File: src/rtl/crc_pkg.sv
package crc_pkg;
    // data path widths
    localparam int DATA_W = 32;
    localparam int HALF_W = 16;
    localparam int BYTE_W = 8;
    localparam int FIELD_W = 5;
    localparam int CNT_W = 5;
    localparam int FIFO_MAX = 16;
    // word width field thresholds for fifo depth
    localparam logic [4:0] WIDE_MIN = 5'h10;
    localparam logic [4:0] MID_MIN = 5'h08;
    // fifo depth per width band
    localparam logic [4:0] DEPTH_WIDE = 5'h04;
    localparam logic [4:0] DEPTH_MID = 5'h08;
    localparam logic [4:0] DEPTH_NARROW = 5'h10;
    // word counts with meaning
    localparam logic [4:0] ONE_WORD = 5'h01;
    localparam logic [4:0] NO_WORDS = 5'h00;
    // shift engine stepping
    localparam logic [5:0] BITS_PER_STEP = 6'h02;
    localparam logic [5:0] ONE_BIT = 6'h01;
    localparam logic [5:0] IDX_START = 6'h00;
    // reset values
    localparam logic [31:0] RESULT_RESET = 32'h0000_0000;
    localparam logic [31:0] WORD_RESET = 32'h0000_0000;
    // shift engine states
    typedef enum logic [0:0] {
        ENG_IDLE  = 1'b0,
        ENG_SHIFT = 1'b1
    } eng_state_e;
endpackage

File: src/rtl/crc_word_fifo.sv
`timescale 1ns/1ps
`default_nettype none
module crc_word_fifo #(
    parameter int WIDTH = 32,
    parameter int DEPTH = 16,
    parameter int CNT_W = 5
) (
    // clock and reset
    input  wire logic             core_clk,
    input  wire logic             arst_n,
    // control
    input  wire logic             flush,
    input  wire logic [CNT_W-1:0] limit,
    // filling side
    input  wire logic             inValid,
    input  wire logic [WIDTH-1:0] inData,
    output logic                  inReady,
    // draining side
    output logic                  outValid,
    output logic [WIDTH-1:0]      outData,
    input  wire logic             outReady,
    // state
    output logic [CNT_W-1:0]      count,
    output logic                  full,
    output logic                  empty
);
    localparam int PTR_W = $clog2(DEPTH);

    // pointer wrap relies on a power-of-two depth
    if ((DEPTH & (DEPTH - 1)) != 0 || DEPTH < 2 || (1 << CNT_W) <= DEPTH)
    begin : g_bad_depth
        $error("crc_word_fifo: depth must be a power of two that fits the count");
    end

    logic [WIDTH-1:0] mem_q [DEPTH];   // word storage
    logic [PTR_W-1:0] wrPtr_q;         // next write slot
    logic [PTR_W-1:0] rdPtr_q;         // oldest word
    logic [CNT_W-1:0] count_q;         // valid words
    logic [CNT_W-1:0] count_d;
    logic             full_q;
    logic             empty_q;
    logic             push;
    logic             pop;

    // handshake terms; full refuses writes until a word drains
    assign push = inValid & ~full_q & ~flush;
    assign pop = outReady & ~empty_q & ~flush;
    assign inReady = ~full_q;
    assign outValid = ~empty_q;
    assign outData = mem_q[rdPtr_q];
    assign count = count_q;
    assign full = full_q;
    assign empty = empty_q;
    // a shrinking limit still reads full, hence the compare
    assign count_d = flush ? '0 : CNT_W'(count_q + CNT_W'(push) - CNT_W'(pop));

    // storage has no reset; pointers, count and flags do
    always_ff @(posedge core_clk)
    begin
        if (push)
        begin
            mem_q[wrPtr_q] <= inData;
        end
    end

    // pointers, count and flags
    always_ff @(posedge core_clk or negedge arst_n)
    begin
        if (!arst_n)
        begin
            wrPtr_q <= '0;
            rdPtr_q <= '0;
            count_q <= '0;
            full_q <= 1'b0;
            empty_q <= 1'b1;
        end
        else
        begin
            wrPtr_q <= flush ? '0 : PTR_W'(wrPtr_q + PTR_W'(push));
            rdPtr_q <= flush ? '0 : PTR_W'(rdPtr_q + PTR_W'(pop));
            count_q <= count_d;
            full_q <= (count_d >= limit);
            empty_q <= (count_d == '0);
        end
    end
endmodule
`default_nettype wire

File: src/rtl/programmable_crc_engine.sv
`timescale 1ns/1ps
`default_nettype none
module programmable_crc_engine
    import crc_pkg::*;
(
    // clock and reset
    input  wire logic               core_clk,
    input  wire logic               arst_n,
    // configuration levels
    input  wire logic               moduleEnable,
    input  wire logic               lsbFirstSelect,
    input  wire logic               irqSourceSelect,
    input  wire logic [FIELD_W-1:0] polyLenField,
    input  wire logic [FIELD_W-1:0] wordWidthField,
    input  wire logic [HALF_W-1:0]  polyTermsLow,
    input  wire logic [HALF_W-1:0]  polyTermsHigh,
    // data input half writes
    input  wire logic               dataWrite,
    input  wire logic               dataHighHalf,
    input  wire logic [1:0]         dataByteEn,
    input  wire logic [HALF_W-1:0]  dataWdata,
    // go bit strobes
    input  wire logic               goSet,
    input  wire logic               goClear,
    // result preload
    input  wire logic               resultWrite,
    input  wire logic [DATA_W-1:0]  resultWdata,
    // status
    output logic                    shiftGo,
    output logic [CNT_W-1:0]        validWordCount,
    output logic                    fifoFullFlag,
    output logic                    fifoEmptyFlag,
    output logic [DATA_W-1:0]       resultPair,
    output logic                    crcIrq
);
    // one feedback step; bit zero of taps is the constant term
    function automatic logic [DATA_W-1:0] crc_step(
        input logic [DATA_W-1:0]  cur,
        input logic               din,
        input logic [DATA_W-1:0]  tapSel,
        input logic [FIELD_W-1:0] topIdx
    );
        logic fb;
        fb = cur[topIdx] ^ din;
        return (cur << 1) ^ ({DATA_W{fb}} & tapSel);
    endfunction

    // configuration decode
    logic [DATA_W-1:0] widthMask;      // bits inside the word width
    logic [DATA_W-1:0] polyMask;       // bits inside the polynomial
    logic [DATA_W-1:0] taps;           // effective feedback taps
    logic [CNT_W-1:0]  fifoLimit;      // depth for the current width
    logic [5:0]        width6;         // word width in bits

    // word assembly and fifo hookup
    logic [DATA_W-1:0] asm_q;          // bytes written so far
    logic [DATA_W-1:0] asm_d;
    logic              wordDone;       // write carried the msb byte
    logic              pushValid;
    logic              pushReady;
    logic              pushAccepted;
    logic [DATA_W-1:0] pushData;
    logic              popReady;
    logic              fifoOutValid;
    logic [DATA_W-1:0] fifoOutData;
    logic              pop;

    // shift engine
    eng_state_e        state_q;
    eng_state_e        state_d;
    logic [DATA_W-1:0] buf_q;          // word being shifted
    logic [5:0]        bitIdx_q;       // bits already consumed
    logic [5:0]        remain;
    logic [5:0]        pos0;
    logic [5:0]        pos1;
    logic              twoBits;
    logic              shiftActive;
    logic              lastStep;
    logic [DATA_W-1:0] crcOne;
    logic [DATA_W-1:0] crcTwo;
    logic [DATA_W-1:0] crc_q;          // live checksum
    logic [DATA_W-1:0] crc_d;
    logic              go_q;
    logic              go_d;
    logic              started_q;      // a word was taken since go
    logic              finishNow;
    logic              hwDone;
    logic              emptyEvt;
    logic              crcIrq_q;

    // only bits up to the order take part
    assign polyMask = ~((({DATA_W{1'b1}}) << polyLenField) << 1);
    // constant term forced, stored bit zero unused
    // top term is the feedback source, not a tap
    assign taps = {polyTermsHigh, polyTermsLow[HALF_W-1:1], 1'b1} & polyMask;

    // word width mask from width field
    assign widthMask = ~((({DATA_W{1'b1}}) << wordWidthField) << 1);
    assign width6 = {1'b0, wordWidthField} + ONE_BIT;

    assign fifoLimit = (wordWidthField >= WIDE_MIN) ? DEPTH_WIDE :
                       (wordWidthField >= MID_MIN)  ? DEPTH_MID  : DEPTH_NARROW;

    // merge written bytes into the pending word
    always_comb
    begin
        asm_d = asm_q;
        for (int lane = 0; lane < 2; lane++)
        begin
            if (dataWrite && dataByteEn[lane])
            begin
                asm_d[(32'(dataHighHalf) * HALF_W) + (lane * BYTE_W) +: BYTE_W] =
                    dataWdata[lane * BYTE_W +: BYTE_W];
            end
        end
    end

    // word counted when the msb byte lane is written
    // relies on low half written before high half
    assign wordDone = dataWrite & (dataHighHalf == wordWidthField[4]) & dataByteEn[wordWidthField[3]];
    assign pushValid = wordDone & moduleEnable;
    // bits above the width never reach the engine
    assign pushData = asm_d & widthMask;
    assign pushAccepted = pushValid & pushReady;

    // words drain only while go is set
    assign popReady = go_q & moduleEnable & ((state_q == ENG_IDLE) | lastStep);
    assign pop = popReady & fifoOutValid;

    // full and empty flags come from the fifo count
    // disable flushes the fifo and zeroes the count
    crc_word_fifo #(
        .WIDTH (DATA_W),
        .DEPTH (FIFO_MAX),
        .CNT_W (CNT_W)
    ) u_fifo (
        .core_clk (core_clk),
        .arst_n   (arst_n),
        .flush    (~moduleEnable),
        .limit    (fifoLimit),
        .inValid  (pushValid),
        .inData   (pushData),
        .inReady  (pushReady),
        .outValid (fifoOutValid),
        .outData  (fifoOutData),
        .outReady (popReady),
        .count    (validWordCount),
        .full     (fifoFullFlag),
        .empty    (fifoEmptyFlag)
    );

    // two bits per cycle, one on an odd tail
    assign shiftActive = (state_q == ENG_SHIFT) & go_q & moduleEnable;
    assign remain = width6 - bitIdx_q;
    assign twoBits = remain >= BITS_PER_STEP;
    assign lastStep = shiftActive & (remain <= BITS_PER_STEP);

    // bit order into the engine; result never reflected
    assign pos0 = lsbFirstSelect ? bitIdx_q : width6 - ONE_BIT - bitIdx_q;
    assign pos1 = lsbFirstSelect ? bitIdx_q + ONE_BIT : width6 - BITS_PER_STEP - bitIdx_q;
    assign crcOne = crc_step(crc_q, buf_q[pos0[4:0]], taps, polyLenField) & polyMask;
    assign crcTwo = crc_step(crcOne, buf_q[pos1[4:0]], taps, polyLenField) & polyMask;

    // completion once the fifo is dry after real work
    assign finishNow = go_q & moduleEnable & started_q & ~fifoOutValid & ((state_q == ENG_IDLE) | lastStep);
    // a same-cycle software strobe takes over and suppresses the event
    assign hwDone = finishNow & ~goClear & ~goSet;
    assign emptyEvt = pop & ~pushAccepted & (validWordCount == ONE_WORD);

    // engine next state
    always_comb
    begin
        state_d = state_q;
        if (!moduleEnable)
        begin
            state_d = ENG_IDLE;
        end
        else if (pop)
        begin
            state_d = ENG_SHIFT;
        end
        else if (lastStep)
        begin
            state_d = ENG_IDLE;
        end
    end

    // preload wins over shifting; zero starts, keep resumes
    // last bit or pair of bits lands with the completion edge
    assign crc_d = !moduleEnable ? RESULT_RESET :
                   resultWrite   ? (resultWdata & polyMask) :
                   shiftActive   ? (twoBits ? crcTwo : crcOne) : crc_q;

    // go self clears; set strobe beats both clears
    assign go_d = !moduleEnable ? 1'b0 :
                  goSet         ? 1'b1 :
                  (goClear | finishNow) ? 1'b0 : go_q;

    // engine registers
    always_ff @(posedge core_clk or negedge arst_n)
    begin
        if (!arst_n)
        begin
            state_q <= ENG_IDLE;
            bitIdx_q <= IDX_START;
            buf_q <= WORD_RESET;
        end
        else
        begin
            state_q <= state_d;
            if (pop)
            begin
                buf_q <= fifoOutData;
                bitIdx_q <= IDX_START;
            end
            else if (shiftActive)
            begin
                bitIdx_q <= bitIdx_q + BITS_PER_STEP;
            end
        end
    end

    // pending word is cleared when the module is off
    always_ff @(posedge core_clk or negedge arst_n)
    begin
        if (!arst_n)
        begin
            asm_q <= WORD_RESET;
        end
        else
        begin
            asm_q <= moduleEnable ? asm_d : WORD_RESET;
        end
    end

    // checksum, go bit and event pulse
    always_ff @(posedge core_clk or negedge arst_n)
    begin
        if (!arst_n)
        begin
            crc_q <= RESULT_RESET;
            go_q <= 1'b0;
            started_q <= 1'b0;
            crcIrq_q <= 1'b0;
        end
        else
        begin
            crc_q <= crc_d;
            go_q <= go_d;
            crcIrq_q <= moduleEnable & (irqSourceSelect ? hwDone : emptyEvt);
            if (goSet || !go_d)
            begin
                started_q <= 1'b0;
            end
            else if (pop)
            begin
                started_q <= 1'b1;
            end
        end
    end

    assign shiftGo = go_q;
    assign resultPair = crc_q;
    assign crcIrq = crcIrq_q;
endmodule
`default_nettype wire

File: config.mk
export PLATFORM = sky130hd
export DESIGN_NAME = programmable_crc_engine
export DESIGN_NICKNAME = d
export VERILOG_FILES = /design/src/rtl/crc_pkg.sv /design/src/rtl/crc_word_fifo.sv /design/src/rtl/programmable_crc_engine.sv
export SDC_FILE = /design/constraint.sdc
export NUM_CORES = 1
export LEC_CHECK = 0
export ABC_CLOCK_PERIOD_IN_PS = 4860
export BUFFER_PORTS_ARGS = -buffer_cell sky130_fd_sc_hd__buf_2
export CORE_MARGIN = 3
export CORE_UTILIZATION = 50
export DETAILED_ROUTE_END_ITERATION = 8
export GPL_TIMING_DRIVEN = 0
export PLACE_DENSITY = 0.75
export SLEW_MARGIN = 20
export SYNTH_ARGS = -nofsm -noshare
export SYNTH_HDL_FRONTEND = slang
export SYNTH_HIERARCHICAL = 1
export SYNTH_SLANG_ARGS = --single-unit
File: constraint.sdc
create_clock -name core_clk -period 4.86 [get_ports core_clk]
set_input_delay 0.729 -clock core_clk [delete_from_list [all_inputs] [get_ports core_clk]]
set_output_delay 0.729 -clock core_clk [all_outputs]
set_load 0.03 [all_outputs]
==> impl_metrics.ini, run 1 <==
[die]
std_cell_rows = 89
die_x_um = 251
core_mm2 = 0.0591
start_util_pct = 50.7
pin_count = 143
die_height_um = 251
die-area_mm2 = 0.0630

[outcome]
status = complete, but fails checks
violations = negative setup slack

[timing]
finalSetupViolCount = 31
fin_crit_ps = 5120
tightest_slew_ps = 1110
hold_violations = 0
rsz0062_at_grt = true
min_period_over_period_pct = 105
max_freq_mhz = 195
relSlewSlack_pct = 25.1
fin_setup_tns_ps = -4980
timing.final.max_slew_violations = 0
skew_ps = 24.7
timing.final.ws_setup_ps = -263

[final_layout]
drive_above_1_share_pct = 29.4
mostFrequentLayoutCells = 512 x edfxtp_1, 225 x nand2_1, 149 x buf_2, 144 x mux4_2, 139 x nor2_1
finalNetCount = 2597
fillerInstances = 4202
mostFrequentLayoutCell = edfxtp_1
syn2layout_area_growth_pct = 21.8

[clocking]
clock-sinks = 632
path_clk_slew_ps = 60
insertion_delay_ps = 630
cts_buffer_depth = 3
root_buffer = clkbuf_16
cts_tree = yes
htreeDepth = 3
cts_buffers = 67

[hold_path]
hold_path_class = primary input to flip-flop

[critical_path]
crit_chain = buf_6 > clkbuf_16 > inv_2 > ha_4 > inv_4 > ha_4 > and3b_1 > or4_4 > nand3_4 > mux2_4 > a22o_4 > o21ai_4 > buf_12 > buf_16 > a21boi_4 > o211ai_1 > a2111oi_4 > buf_4 > o221a_4 > a21oi_4 > or2_4 > buf_12 > mux2_4 > o211ai_2
reg2reg_from = bitIdx_q[1]
critical_path.startpoint = wordWidthField[2]
critPathMaxStageDelay_ps = 490
crit_slowest_cell = or4_4
endpoint_kind = flip-flop
worstPathArrival_ps = 5660
endpoint = resultPair[10]
r2r_cells = 21
rrSetupSlack_ps = -200
cp_data_required_time_ps = 5400
cp-start-kind = primary input
crit_fanout = 8
worst-setup-path-type = primary input to flip-flop
r2r_end = resultPair[10]

[power_and_ir_drop]
p_leak_uw = 0.0135
powerDensity_mw_per_mm2 = 502
p_total_uw = 18300
ir_drop_uv = 349

[logic_synthesis]
synth_ff_type = edfxtp_1
yosysTopAreaCellShare_pct = 51.3
yosysUniqueCellTypes = 93
yosys-top-cells-area = edfxtp_1 51%, mux4_2 11%, dfrtp_1 9.9%
synth_top_area_cell = edfxtp_1
seq_area_frac_synth_pct = 61.3
yosys_warnings = 6
syn_area_mm2 = 0.0300
synth_edf_count = 512
avgSynthCellArea_um2 = 14.0
syn_inst = 2141
ys_ff_latch = 632
synthArstFlopShare_pct = 19.0

[job]
cap_violations = 0

[global_routing]
grt_pass1_wl_um = 145000
grt_remaining_overflow = 0
antenna_found_initial = 5
grt_max_degree = 88
grt_pass1_vias = 21900
track_usage_pct = 31.3

[route]
drtIter0Drc = 2557
drt_wl_total_um = 99800
routedWlPerCell_um = 30.3
drc = 0
ant_nets = 0
dr.pass1.iters = 6
via_per_inst = 6.69
vias = 22000

[placement]
portBuffers = 135
hpwl_um = 66900
gp_congestion = 0.984
==> metrics by stage <==
step | cells | worst slack [ps] | util (%) | hold slack, ps | cell area, um^2
floorplan | 2142 | -319 | - | 433 | 30300
global placement | 3050 | -3120 | 54.0 | 486 | 31900
detailed placement | 3086 | -2250 | 55.2 | 494 | 32600
CTS | 3266 | -180 | 60.8 | 331 | 36000
global route | 3289 | -311 | 61.8 | 356 | 36500
finish | 3292 | -263 | 61.8 | 344 | 36500
==> power by group <==
part | leakage (uW) | internal (uW) | switching, uW
clock network | 0.00111 | 3180 | 2180
registers | 0.00640 | 6060 | 322
logic | 0.00595 | 2960 | 3650
==> cell type report <==
type,instances,area [um^2],area share [%]
buffer,126,717,1.96
clock inverter,36,467,1.28
tap,773,967,2.65
antenna,4,10.0,0.0274
sequential,632,18400,50.3
inverter,49,204,0.558
clock buffer,85,1830,5.00
timing repair buffer,254,2050,5.61
multi-input combinational,1333,11900,32.6
==> state kept, by name, summed over array words and instances (netlist names) <==
name and flops:
asm_q 32, bitIdx_q 5, buf_q 32, crcIrq 1, resultPair 32, shiftGo 1, started_q 1, state_q 1
u_fifo/count 5, u_fifo/empty 1, u_fifo/full 1, u_fifo/mem_q 512, u_fifo/rdPtr_q 4, u_fifo/wrPtr_q 4
==> critical path, delay by kind of cell <==
kind | cells | cell delay [ps]
AO/OA/AOI/OAI | 8 | 1680
buffers and inverters | 8 | 1000
AND/OR/NAND/NOR | 4 | 980
multiplexers | 2 | 640
adder cells (fa/ha/maj) | 2 | 570
==> worst min-delay path by stage <==
stage                     slack [ps]  startpoint  depth (start not counted)        end
after floorplan                  430      arst_n                          0   asm_q[0]
after global placement           490   buf_q[17]                          2  buf_q[17]
after detailed placement         490   buf_q[23]                          2  buf_q[23]
after CTS                        330       goSet                          2  started_q
after global routing             360       goSet                          2  started_q
final                            340       goSet                          2  started_q
==> synthesized netlist by cell type, types with 7 or more instances <==
master    number
a21oi_1       57
o21ai_0       60
o211ai_1      23
a31oi_1       12
mux2_4         7
o22ai_1        7
dfrtp_1      119
or3_1         11
mux2_2        12
and2_1        14
a32oi_1       13
inv_1         48
o21ai_1        7
mux4_2       144
nor3_1        40
buf_4         11
nor3b_1        9
mux2i_1       72
a21boi_0      10
ha_1          29
nand3_1       41
and3_1        12
a221oi_1       8
nand3b_1       9
clkbuf_1      79
xnor2_1       31
buf_2         22
nand2b_1      17
xor2_1        23
nand2_1      228
edfxtp_1     512
buf_1         11
a22oi_1       74
a21o_1        15
nor4_1         9
a211oi_1      18
o31ai_1       15
nand4_1        8
nor2_1       161
nor2b_1       20
==> cells by family (layout without fill, tap and decap cells) <==
group,after synthesis,count (layout),synth area share [%]
other cells,1,6,0.0125
fa+ha+maj,33,33,1.44
mux,237,237,14.1
xor+xnor,55,55,1.67
buf+inv,177,550,2.55
compound gates,395,395,9.39
simple gates,611,611,9.52
flops,632,632,61.3
==> routing by layer <==
layer	up-vias	routed length, um	track usage, %
met5	-	11	0
met3	375	10200	7.09
met1	11200	35900	40.0
met2	1480	47300	50.7
met4	2	6340	16.6
li1	8987	-	-
==> what timing repair did <==
action / CTS / global route
gates cloned: 3 / 1
hold buffers: 1 / 0
resized for setup: 118 / 73
endpoints found under the setup margin: 35 / 35
buffers inserted: 56 / 26
pin swaps: 55 / 52
hold endpoints to repair: 32 / 0
Note: power is estimated with default switching activity, not from simulation.
==> run 2: changes to the inputs <==
Settings changed: CORE_ASPECT_RATIO set to 1.2.
==> impl_metrics.ini, run 2 (synthesis results as in run 1) <==
[placement]
portBuffers = 135
dp_slack_ps = -2320
gp_congestion = 1.03
hpwl_um = 72700

[route]
vias = 22000
drc = 0
dr.pass1.iters = 6
drtIter0Drc = 2612
via_per_inst = 6.68
routedWlPerCell_um = 32.5
drt_wl_total_um = 107000
ant_nets = 0

[clocking]
htreeDepth = 2
cts_buffer_depth = 3
cts_tree = yes
insertion_delay_ps = 640
root_buffer = clkbuf_16
path_clk_slew_ps = 70
cts_buffers = 60
clock-sinks = 632

[final_layout]
syn2layout_area_growth_pct = 21.0
fillerInstances = 4230
drive_above_1_share_pct = 28.4
finalNetCount = 2586
multiInputGateArea_mm2 = 0.0118
fin_util_pct = 61.6
regMostFlops = u_fifo/mem_q
ff_latch_area_mm2 = 0.0184
largest_reg_flops = 512
mostFrequentLayoutCell = edfxtp_1
mostFrequentLayoutCells = 512 x edfxtp_1, 226 x nand2_1, 148 x buf_2, 144 x mux4_2, 140 x nor2_1

[global_routing]
grt_pass1_vias = 22000
grt_pass1_wl_um = 154000
grt_util_met1_pct = 41.5
grt_busiest_layer = met2
grt_max_degree = 91
grt_remaining_overflow = 0
use_met2_pct = 56.7
grtUsageMet3_pct = 6.54
track_usage_pct = 33.8
antenna_found_initial = 2

[critical_path]
crit_family = buffers and inverters
r2r_cells = 24
crit_top_cell = buf_6
rrSetupSlack_ps = -140
r2r_end = resultPair[4]
reg2reg_from = bitIdx_q[1]
worstPathArrival_ps = 5630
endpoint_kind = flip-flop
cp_data_required_time_ps = 5430
cp.depth = 26
endpoint = resultPair[4]
cp-start-kind = primary input
critical_path.startpoint = wordWidthField[1]
path_buf_inv = 10
worst-setup-path-type = primary input to flip-flop
crit_slowest_cell = fa_2
crit_fanout = 8
critPathMaxStageDelay_ps = 400

[timing]
timing.final.max_slew_violations = 0
timing.final.ws_setup_ps = -202
max_freq_mhz = 198
fin_crit_ps = 5060
finalSetupViolCount = 31
tightest_slew_ps = 1120
hold_ws_ps = 318
min_period_over_period_pct = 104
skew_ps = 46.7
rsz0062_at_grt = true
relSlewSlack_pct = 25.1
hold_violations = 0

[outcome]
status = complete, but fails checks
violations = negative setup slack

[power_and_ir_drop]
powerDensity_mw_per_mm2 = 486
ir_drop_uv = 336
p_leak_uw = 0.0133
p_total_uw = 17600

[die]
die_x_um = 230
pin_count = 143
die_height_um = 274
start_util_pct = 50.9
core_mm2 = 0.0589
std_cell_rows = 97
die-area_mm2 = 0.0630

[hold_path]
hold_path_class = primary input to flip-flop

[job]
cap_violations = 0
run 2: changes by cell type in the layout (fill, tap and decap cells not counted), sizes merged, moves of 2 or more:
cell / before / now
inv: 55 / 53
clkinvlp: 3 / 1
diode: 4 / 2
clkinv: 18 / 30
buf: 298 / 296
bufinv: 9 / 5
clkbuf: 165 / 152
run 2: area by class of cell:
class | count | share of cell area, %
Sequential cell | 632 | 50.7
Buffer | 124 | 2.01
Tap cell | 792 | 2.73
Multi-Input combinational cell | 1333 | 32.5
Clock buffer | 73 | 4.33
Antenna cell | 2 | 0.0138
Timing Repair Buffer | 252 | 6.18
Clock inverter | 40 | 1.03
Inverter | 49 | 0.548
run 2: power breakdown:
part / total (uW) / internal, uW / switching [uW]
Clock: 4710 / 2590 / 2120
Combinational: 6530 / 2850 / 3680
Sequential: 6400 / 6050 / 349
Total: 17600 / 11500 / 6150
run 2: routing by layer:
| metal | share of wire, % | vias to the layer above |
|---|---|---|
| li1 | - | 8950 |
| met1 | 35 | 11000 |
| met2 | 49 | 1647 |
| met3 | 9.7 | 399 |
| met4 | 6.7 | 2 |
| met5 | 0.010 | - |
run 2: timing repair:
item / CTS / global route
setup buffers: 39 / 20
endpoints found under the hold margin: 14 / 0
endpoints found under the setup margin: 33 / 33
resized for setup: 108 / 64
hold buffers: 1 / 0
gates cloned: 3 / 1
pin swaps: 33 / 44
run 2: through the flow:
stage	instances	area (um^2)	TNS (ps)
2_1_floorplan	2142	30300	-5840
3_3_place_gp	3069	31900	-1105240
3_5_place_dp	3125	33000	-64860
4_1_cts	3279	35900	-2440
5_1_grt	3295	36300	-7310
6_report	3297	36300	-3950
run 2: worst min-delay path by stage:
| stage | from | endpoint | cells after the start |
|---|---|---|---|
| 3_5_place_dp | buf_q[17] | buf_q[17] | 2 |
| 4_1_cts | goSet | started_q | 2 |
| 3_3_place_gp | buf_q[29] | buf_q[29] | 2 |
| 6_report | goSet | started_q | 2 |
| 2_1_floorplan | arst_n | asm_q[0] | 0 |
| 5_1_grt | goSet | started_q | 2 |
run 2: worst register-to-register path: stages, from the launching register on:
cell,delay [ps]
dfrtp_1,380
buf_8,110
inv_1,70
fa_2,450
xor2_4,200
buf_4,200
mux2i_1,270
a221oi_2,100
mux2_4,310
a22o_4,300
o21ai_4,180
buf_12,170
buf_12,170
a21boi_4,80
mux2i_2,170
a2111oi_4,350
buf_6,170
o221ai_4,130
nor3_4,240
buf_6,150
or2_4,120
buf_12,160
buf_6,110
mux2_4,280
o21ai_1,120
